==> config.mk <==
export PLATFORM = sky130hd
export DESIGN_NAME = smart_card_interface_control
export DESIGN_NICKNAME = d
export VERILOG_FILES = /design/src/shared/smart_card_pkg.sv /design/src/core/smart_card_interface_control.sv
export SDC_FILE = /design/constraint.sdc
export NUM_CORES = 1
export LEC_CHECK = 0
export BUFFER_PORTS_ARGS = -buffer_cell sky130_fd_sc_hd__buf_2
export CAP_MARGIN = 5
export CORE_MARGIN = 5
export CORE_UTILIZATION = 44
export DETAILED_ROUTE_END_ITERATION = 10
export PLACE_DENSITY = 0.76
export SLEW_MARGIN = 0
export SYNTH_ARGS = -nofsm -noshare
export SYNTH_HDL_FRONTEND = slang
export SYNTH_SLANG_ARGS = --single-unit
==> constraint.sdc <==
create_clock -name CLOCK -period 1.8 [get_ports CLOCK]
set_input_delay 0.18 -clock CLOCK [delete_from_list [all_inputs] [get_ports CLOCK]]
set_output_delay 0.18 -clock CLOCK [all_outputs]
set_load 0.05 [all_outputs]
==> src/shared/smart_card_pkg.sv <==
// Constants, register map and types of the smart-card interface control block.
// Assumes a 50 MHz system clock and an APB register bus with 32-bit data.
package smart_card_pkg;

  // ==========================================================================
  // Timing
  // ==========================================================================
  localparam int unsigned CLOCK_HZ        = 50_000_000;
  localparam int unsigned DEBOUNCE_US     = 8_000;
  localparam int unsigned DEBOUNCE_CYCLES = DEBOUNCE_US * (CLOCK_HZ / 1_000_000);
  localparam int unsigned DEBOUNCE_W      = 19;

  // ==========================================================================
  // Register map
  // ==========================================================================
  localparam logic [7:0] IRQ_STATUS_OFFSET = 8'h00;
  localparam logic [7:0] IRQ_ENABLE_OFFSET = 8'h04;
  localparam logic [7:0] IRQ_CLEAR_OFFSET  = 8'h08;
  localparam logic [7:0] STATE_OFFSET      = 8'h0C;

  // Event bit positions, shared by status, enable and clear.
  localparam int unsigned EV_PRESENCE   = 0;
  localparam int unsigned EV_OVERCURR   = 1;
  localparam int unsigned EV_OVERTEMP   = 2;
  localparam int unsigned EV_UNDERVOLT  = 3;
  localparam int unsigned EV_DEACTIVATE = 4;
  localparam int unsigned EV_W          = 5;
  localparam logic [4:0]  IRQ_ENABLE_RESET = 5'h1F;

  // State register fields.
  localparam int unsigned ST_PRESENT_BIT = 0;
  localparam int unsigned ST_SEQ_LSB     = 1;
  localparam int unsigned ST_SUPPLY_LSB  = 3;
  localparam int unsigned ST_DIV_LSB     = 5;

  // ==========================================================================
  // Types
  // ==========================================================================
  typedef enum logic [1:0] {
    SEQ_IDLE   = 2'h0,
    SEQ_ACTIVE = 2'h1,
    SEQ_DEACT  = 2'h3
  } seq_state_t;

  typedef enum logic [1:0] {
    SUPPLY_OFF = 2'h0,
    SUPPLY_3V  = 2'h1,
    SUPPLY_5V  = 2'h2,
    SUPPLY_1V8 = 2'h3
  } supply_t;

  typedef enum logic [1:0] {
    OWNER_NONE = 2'h0,
    OWNER_HOST = 2'h1,
    OWNER_CARD = 2'h2
  } line_owner_t;

  localparam int unsigned LINE_COUNT = 3;

endpackage

==> src/core/smart_card_interface_control.sv <==
// Smart-card interface control: presence debounce, activation sequencer,
// card clock divider, reset and supply selection, line translation, interrupt.
// Assumes all pin inputs are synchronous to CLOCK and an APB master on the bus.
//
// What this block does
// - Supply selects decode to 5 V, 3 V or 1.8 V card supply.
// - Low-active card detect reports a card while held low.
// - Insertion is accepted only after about 8 ms of stable presence.
// - Larger variant also accepts a high-active card detect input.
// - Card clock comes from the external clock through the divider.
// - External clock divided by 1, 2, 4 or 8 per two select inputs.
// - Card reset follows the host reset input while the card is active; it is held low otherwise.
// - Interrupt signals presence changes and faults.
// - Overcurrent, overtemperature, removal or undervoltage deactivate the card.
// - Data line passes both ways and idles high through a pull-up.
// - Larger variant passes two auxiliary lines the same way.
// - Activation starts on a high-to-low command edge with a card present.
// - Interrupt output is active low.
//
// The register addresses and register access over APB were left to the implementer.
`timescale 1ns/10ps

module smart_card_interface_control #(
  parameter int unsigned DEBOUNCE_CYCLES = smart_card_pkg::DEBOUNCE_CYCLES,
  parameter bit          LARGE_PACKAGE   = 1'b1,
  parameter logic [1:0]  DIV_SHIFT_SEL0  = 2'h0,
  parameter logic [1:0]  DIV_SHIFT_SEL1  = 2'h1,
  parameter logic [1:0]  DIV_SHIFT_SEL2  = 2'h2,
  parameter logic [1:0]  DIV_SHIFT_SEL3  = 2'h3
) (
  input  wire logic        CLOCK,
  input  wire logic        RSTN,
  input  wire logic        PSEL,
  input  wire logic        PENABLE,
  input  wire logic        PWRITE,
  input  wire logic [7:0]  PADDR,
  input  wire logic [31:0] PWDATA,
  output logic      [31:0] PRDATA,
  output logic             PREADY,
  output logic             PSLVERR,
  input  wire logic        SUPPLY_MODE_SELECT,
  input  wire logic        SUPPLY_LEVEL_SELECT,
  input  wire logic        CARD_DETECT_IN_N,
  input  wire logic        CARD_DETECT_HIGH_IN,
  input  wire logic        EXT_CLOCK_IN,
  input  wire logic        DIV_SELECT_A,
  input  wire logic        DIV_SELECT_B,
  input  wire logic        HOST_RESET_IN,
  input  wire logic        ACTIVATION_COMMAND_N,
  input  wire logic        OVERCURRENT_FAULT,
  input  wire logic        OVERTEMP_FAULT,
  input  wire logic        UNDERVOLTAGE_FAULT,
  output logic             CARD_SUPPLY_EN,
  output logic      [1:0]  CARD_SUPPLY_LEVEL,
  output logic             CARD_CLOCK_OUT,
  output logic             CARD_RESET_OUT,
  output logic             INT_N,
  input  wire logic [2:0]  CARD_LINE_IN,
  output logic      [2:0]  CARD_LINE_OUT,
  output logic      [2:0]  CARD_LINE_OE,
  input  wire logic [2:0]  HOST_LINE_IN,
  output logic      [2:0]  HOST_LINE_OUT,
  output logic      [2:0]  HOST_LINE_OE
);

  // ==========================================================================
  // Functions
  // ==========================================================================
  function automatic smart_card_pkg::supply_t supply_decode(input logic mode,
                                                            input logic level);
    if (!mode) begin
      supply_decode = level ? smart_card_pkg::SUPPLY_5V : smart_card_pkg::SUPPLY_3V;
    end else begin
      supply_decode = level ? smart_card_pkg::SUPPLY_1V8 : smart_card_pkg::SUPPLY_3V;
    end
  endfunction

  function automatic logic clock_tap(input logic [2:0] cnt, input logic [1:0] shift,
                                     input logic raw);
    case (shift)
      2'h0:    clock_tap = raw;
      2'h1:    clock_tap = cnt[0];
      2'h2:    clock_tap = cnt[1];
      default: clock_tap = cnt[2];
    endcase
  endfunction

  // ==========================================================================
  // Declarations
  // ==========================================================================
  localparam logic [smart_card_pkg::DEBOUNCE_W-1:0] DEB_LAST =
    smart_card_pkg::DEBOUNCE_W'(DEBOUNCE_CYCLES - 1);

  smart_card_pkg::seq_state_t  state;
  smart_card_pkg::seq_state_t  next_state;
  smart_card_pkg::line_owner_t owner [smart_card_pkg::LINE_COUNT];

  logic [smart_card_pkg::DEBOUNCE_W-1:0] deb_cnt;
  logic [smart_card_pkg::EV_W-1:0]       irq_status;
  logic [smart_card_pkg::EV_W-1:0]       irq_enable;
  logic [2:0]                            div_cnt;
  logic                                  present;
  logic                                  present_prev;
  logic                                  cmd_prev;
  logic                                  ext_prev;

  // ==========================================================================
  // Card presence and debounce
  // ==========================================================================
  wire raw_present = !CARD_DETECT_IN_N
                   || (LARGE_PACKAGE && CARD_DETECT_HIGH_IN);
  wire deb_done    = (deb_cnt == DEB_LAST);

  // Removal is taken at once so a pulled card is deactivated without delay;
  // only insertion waits out contact bounce.
  always_ff @(posedge CLOCK or negedge RSTN) begin
    if (!RSTN) begin
      deb_cnt <= '0;
      present <= 1'b0;
      present_prev <= 1'b0;
    end else begin
      if (!raw_present || present) begin
        deb_cnt <= '0;
      end else if (!deb_done) begin
        deb_cnt <= deb_cnt + 1'b1;
      end
      present <= raw_present && (present || deb_done);
      present_prev <= present;
    end
  end

  // ==========================================================================
  // Activation sequencer
  // ==========================================================================
  wire any_fault = OVERCURRENT_FAULT || OVERTEMP_FAULT || UNDERVOLTAGE_FAULT;
  wire cmd_fall  = cmd_prev && !ACTIVATION_COMMAND_N;
  wire start     = cmd_fall && present && !any_fault;
  wire stop      = any_fault || !present || ACTIVATION_COMMAND_N;
  wire active    = (state == smart_card_pkg::SEQ_ACTIVE);

  always_comb begin
    case (state)
      smart_card_pkg::SEQ_IDLE:
        next_state = start ? smart_card_pkg::SEQ_ACTIVE : smart_card_pkg::SEQ_IDLE;
      smart_card_pkg::SEQ_ACTIVE:
        next_state = stop ? smart_card_pkg::SEQ_DEACT : smart_card_pkg::SEQ_ACTIVE;
      smart_card_pkg::SEQ_DEACT:
        next_state = smart_card_pkg::SEQ_IDLE;
      default:
        next_state = smart_card_pkg::SEQ_IDLE;
    endcase
  end

  always_ff @(posedge CLOCK or negedge RSTN) begin
    if (!RSTN) begin
      state    <= smart_card_pkg::SEQ_IDLE;
      cmd_prev <= 1'b1;
    end else begin
      state    <= next_state;
      cmd_prev <= ACTIVATION_COMMAND_N;
    end
  end

  // ==========================================================================
  // Card supply, reset and clock
  // ==========================================================================
  wire [1:0] div_code  = {DIV_SELECT_B, DIV_SELECT_A};
  wire [1:0] div_shift = (div_code == 2'h0) ? DIV_SHIFT_SEL0 :
                         (div_code == 2'h1) ? DIV_SHIFT_SEL1 :
                         (div_code == 2'h2) ? DIV_SHIFT_SEL2 : DIV_SHIFT_SEL3;
  wire       ext_rise  = EXT_CLOCK_IN && !ext_prev;
  wire       next_card_clock = active && clock_tap(div_cnt, div_shift, EXT_CLOCK_IN);
  wire [1:0] next_supply = active ? supply_decode(SUPPLY_MODE_SELECT, SUPPLY_LEVEL_SELECT)
                                  : smart_card_pkg::SUPPLY_OFF;

  // The external clock is sampled by CLOCK, so each input half period must
  // span at least one CLOCK period; faster inputs alias.
  always_ff @(posedge CLOCK or negedge RSTN) begin
    if (!RSTN) begin
      ext_prev          <= 1'b0;
      div_cnt           <= '0;
      CARD_CLOCK_OUT    <= 1'b0;
      CARD_RESET_OUT    <= 1'b0;
      CARD_SUPPLY_EN    <= 1'b0;
      CARD_SUPPLY_LEVEL <= smart_card_pkg::SUPPLY_OFF;
    end else begin
      ext_prev          <= EXT_CLOCK_IN;
      div_cnt           <= ext_rise ? div_cnt + 1'b1 : div_cnt;
      CARD_CLOCK_OUT    <= next_card_clock;
      CARD_RESET_OUT    <= active && HOST_RESET_IN;
      CARD_SUPPLY_EN    <= active;
      CARD_SUPPLY_LEVEL <= next_supply;
    end
  end

  // ==========================================================================
  // Card line translation
  // ==========================================================================
  // Whichever side pulls a line low first owns it until it lets go, so the
  // repeated low on the other side cannot latch the line low forever.
  always_ff @(posedge CLOCK or negedge RSTN) begin
    if (!RSTN) begin
      for (int i = 0; i < smart_card_pkg::LINE_COUNT; i++) begin
        owner[i] <= smart_card_pkg::OWNER_NONE;
      end
    end else begin
      for (int i = 0; i < smart_card_pkg::LINE_COUNT; i++) begin
        if (!active || (i > 0 && !LARGE_PACKAGE)) begin
          owner[i] <= smart_card_pkg::OWNER_NONE;
        end else if (owner[i] == smart_card_pkg::OWNER_NONE) begin
          if (!HOST_LINE_IN[i]) begin
            owner[i] <= smart_card_pkg::OWNER_HOST;
          end else if (!CARD_LINE_IN[i]) begin
            owner[i] <= smart_card_pkg::OWNER_CARD;
          end
        end else if (owner[i] == smart_card_pkg::OWNER_HOST && HOST_LINE_IN[i]) begin
          owner[i] <= smart_card_pkg::OWNER_NONE;
        end else if (owner[i] == smart_card_pkg::OWNER_CARD && CARD_LINE_IN[i]) begin
          owner[i] <= smart_card_pkg::OWNER_NONE;
        end
      end
    end
  end

  // Lines only ever pull low; the high level comes from the pull-ups.
  // While the card is off its contacts are held low.
  assign CARD_LINE_OUT = 3'h0;
  assign HOST_LINE_OUT = 3'h0;
  always_comb begin
    for (int i = 0; i < smart_card_pkg::LINE_COUNT; i++) begin
      CARD_LINE_OE[i] = !active || (owner[i] == smart_card_pkg::OWNER_HOST);
      HOST_LINE_OE[i] = (owner[i] == smart_card_pkg::OWNER_CARD);
    end
  end

  // ==========================================================================
  // Interrupt registers and APB slave
  // ==========================================================================
  wire [smart_card_pkg::EV_W-1:0] events = {
    active && stop,
    UNDERVOLTAGE_FAULT,
    OVERTEMP_FAULT,
    OVERCURRENT_FAULT,
    present != present_prev
  };
  wire bus_wr    = PSEL && PENABLE && PWRITE;
  wire bus_setup = PSEL && !PENABLE;
  wire sel_stat  = (PADDR == smart_card_pkg::IRQ_STATUS_OFFSET);
  wire sel_en    = (PADDR == smart_card_pkg::IRQ_ENABLE_OFFSET);
  wire sel_clr   = (PADDR == smart_card_pkg::IRQ_CLEAR_OFFSET);
  wire sel_state = (PADDR == smart_card_pkg::STATE_OFFSET);
  wire mapped    = sel_stat || sel_en || sel_clr || sel_state;
  wire [smart_card_pkg::EV_W-1:0] clr_mask =
    (bus_wr && sel_clr) ? PWDATA[smart_card_pkg::EV_W-1:0] : '0;
  wire [31:0] state_word = {24'h0, 1'b0, div_shift, CARD_SUPPLY_LEVEL, state, present};
  wire [31:0] read_word  = sel_stat  ? {27'h0, irq_status} :
                           sel_en    ? {27'h0, irq_enable} :
                           sel_state ? state_word : 32'h0;

  // A set in the same cycle as a clear wins, so no event is lost.
  always_ff @(posedge CLOCK or negedge RSTN) begin
    if (!RSTN) begin
      irq_status <= '0;
      irq_enable <= smart_card_pkg::IRQ_ENABLE_RESET;
      PRDATA     <= 32'h0;
    end else begin
      irq_status <= (irq_status & ~clr_mask) | events;
      if (bus_wr && sel_en) begin
        irq_enable <= PWDATA[smart_card_pkg::EV_W-1:0];
      end
      if (bus_setup) begin
        PRDATA <= PWRITE ? 32'h0 : read_word;
      end
    end
  end

  assign PREADY  = 1'b1;
  assign PSLVERR = PSEL && PENABLE && !mapped;
  assign INT_N   = !(|(irq_status & irq_enable));
endmodule // smart_card_interface_control

==> impl_metrics.yaml <==
synth:
  syn_area_um2: 2890
  yosysSeqAreaShare: 0.488
  yosysUniqueCellTypes: 50
  async_flop_share: 1.00
  netlist.area_leader.share: 0.433
  syn_area_per_cell_um2: 10.0
  synth_edf_count: 0
  ys_ff_latch: 56
  yosys.area.top_type: "dfrtp_1"
  synthFlopType: "dfrtp_1"
  yosys-top-cells-area: "dfrtp_1 43%, buf_4 8.3%, dfstp_2 5.5%, nand2_1 3.9%, o21ai_0 3.5%"
  syn-instance-count: 288
  yosys_warnings: 0
critical_path:
  required_ps: 2040
  arrival_ps: 2080
  crit_path_end: "deb_cnt[4]"
  cp_cell_sequence: "or4b_4, nor4_4, buf_4, nand2_4, buf_4, a31oi_4"
  worstPathMaxFanout: 6
  crit_path_top_delay_cell: "or4b_4"
  reg2reg_to: "deb_cnt[4]"
  endpoint_kind: "flip-flop"
  reg2reg_from: "deb_cnt[7]"
  crit_family: "simple AND/OR/NAND/NOR gates"
  crit_start: "deb_cnt[7]"
  timing.reg2reg.setup_slack_ps: -40
  cp_num_cells: 6
  reg2regPathDepth: 6
  crit_top_cell: "buf_4"
  crit_buf_inv: 2
  slowest_delay_ps: 550
  crit_path_start_kind: "flip-flop"
  critPathKind: "reg -> reg"
route:
  first_iter_violations: 79
  drt_pre_antenna_iters: 4
  wl_um: 6070
  wl_per_cell_um: 13.6
  viasPerCell: 5.13
  drc_errors: 0
  drtAntennaViolNets: 0
  num_vias: 2298
grt:
  grt_pass1_wl_um: 10500
  overflow: 0
  grt_max_degree: 32
  grt.total_usage: 0.150
  antenna_found_initial: 0
  grt_pass1_vias: 2309
sta:
  rsz0062_at_grt: "yes"
  setup_viol: 4
  worst_slew_pin_slew_ps: 598
  maxSlewViolCount: 0
  max_slew_margin: 0.601
  hold_viol: 0
  min_period_over_period: 1.02
  fmax_mhz: 542
  fin_ws_ps: -44.0
  skew_ps: 6.92
  finalCriticalPeriod_ps: 1840
die:
  die_h_um: 91.0
  rows: 29
  die_w_um: 91.0
  initial_core_util: 0.452
  dieArea_um2: 8290
  ioPinCount: 115
  coreArea_um2: 6390
final_layout:
  antenna_cells: 0
  drive_gt1_frac: 0.313
  finish.utilization: 0.546
  multi_input_area_um2: 1320
  seq_area_um2: 1410
  nets: 435
  synthToLayoutAreaGrowth_pct: 20.8
  instances_no_fill: 448
  fillers: 554
  stdcell_area_um2: 3490
clocking:
  path_clk_slew_ps: 100
  insertion_delay_ps: 310
  cts_root_buf: "clkbuf_8"
  cts_sinks: 56
  clock_path_buffers: 2
  numCtsBuffers: 5
  cts.htree.levels: 2
  cts_tree: "yes"
place:
  post-place-ws_ps: -63.2
  dp_cells: 430
  placed_area_um2: 3260
  dp_hpwl_um: 4710
  port_buffers: 55
  place.gp.congestion: 0.857
pwr:
  p_leak_nw: 1.69
  p_per_area_nw_per_um2: 797
  ir_drop_v: 0.000468
run:
  maxCapViolCount: 0
outcome:
  status: "complete, but fails checks"
  violations: "negative setup slack"
worst_hold_path:
  hp-class: "in -> reg"
## cells by family (layout without fill, tap and decap cells)
group | count (synthesis) | count (layout) | synth area share
flops | 56 | 56 | 0.488
simple gates | 108 | 108 | 0.205
mux | 9 | 9 | 0.0381
fa+ha+maj | 2 | 2 | 0.00866
other cells | 2 | 32 | 0.00260
compound gates | 54 | 54 | 0.120
xor+xnor | 11 | 11 | 0.0333
buf+inv | 46 | 99 | 0.104
## state kept, by name, summed over array words and instances, names as in the netlist
name	flops
present	1
PRDATA	7
state	2
ext_prev	1
irq_enable	5
CARD_CLOCK_OUT	1
irq_status	5
div_cnt	3
CARD_SUPPLY_EN	1
present_prev	1
CARD_RESET_OUT	1
CARD_SUPPLY_LEVEL	2
owner	6
deb_cnt	19
cmd_prev	1
## worst min path at each step
stage                    startpoint        endpoint  slack [ps]  depth (start not counted)
floorplan                      RSTN  CARD_CLOCK_OUT        -120                          0
global placement               RSTN  CARD_CLOCK_OUT         210                          1
detailed placement             RSTN  CARD_RESET_OUT         220                          1
CTS                 CARD_LINE_IN[1]        owner[3]          30                          2
global route        CARD_LINE_IN[1]        owner[3]          10                          2
finish              CARD_LINE_IN[1]        owner[3]          30                          2
## final cells by class
type                       count  area share
sequential                    56       0.404
multi-input combinational    216       0.379
timing repair buffer          84       0.150
tap                           77      0.0276
clock buffer                   6      0.0208
clock inverter                 2      0.0111
inverter                       7     0.00753
## report_power, final
| group | internal [W] | total [W] | switching, W |
|---|---|---|---|
| clock | 0.000421 | 0.000830 | 0.000409 |
| sequential | 0.00135 | 0.00143 | 0.0000861 |
| combinational | 0.000165 | 0.000520 | 0.000355 |
## timing repair
action | CTS | global route
buffers inserted | 6 | 1
pin swaps | 5 | 5
endpoints found under the setup margin | 4 | 9
hold buffers | 3 | 0
resized for setup | 2 | 5
hold endpoints to repair | 21 | 0
## layer usage
layer	GRT usage	routed length, um	vias to the layer above
met5	0	0	-
met4	0.0440	72	0
met3	0.0298	392	10
met2	0.257	3070	68
met1	0.192	2540	1099
li1	-	-	1121
## synth_stat cells (2+ instances only)
cell,number
a211oi_1,5
a21o_1,5
a21oi_1,7
a31oi_1,6
a32o_1,2
and2_1,4
and3_1,2
and3_2,2
and4_1,2
buf_4,32
clkbuf_1,6
conb_1,2
dfrtp_1,50
dfstp_2,6
ha_1,2
inv_1,7
mux2_2,6
mux2i_1,2
nand2_1,30
nand2b_1,3
nand3_1,9
nand4_1,5
nor2_1,17
nor2b_1,8
nor3_1,7
nor4_1,4
o21ai_0,20
or2_2,2
or3_1,3
or4_1,3
xnor2_1,6
xor2_1,5
## cell usage in the layout, fill, tap and decap left out, drive strengths merged, types with 7 or more instances in the layout
cell    n
buf    81
dfrtp  50
conb   32
nand2  31
o21ai  21
nor2   17
nand3   9
nor2b   8
inv     8
a21oi   7
nor3    7
## stage by stage
stage,setup TNS [ps],hold WS [ps],total power [W]
finish,-107,34.7,0.00278
global route,-539,14.4,0.00294
CTS,-170,26.2,0.00279
detailed placement,-63.2,215,0.00196
global placement,-5.04,212,0.00194
floorplan,0,-116,0.00186
(Power assumes the default switching activity.)
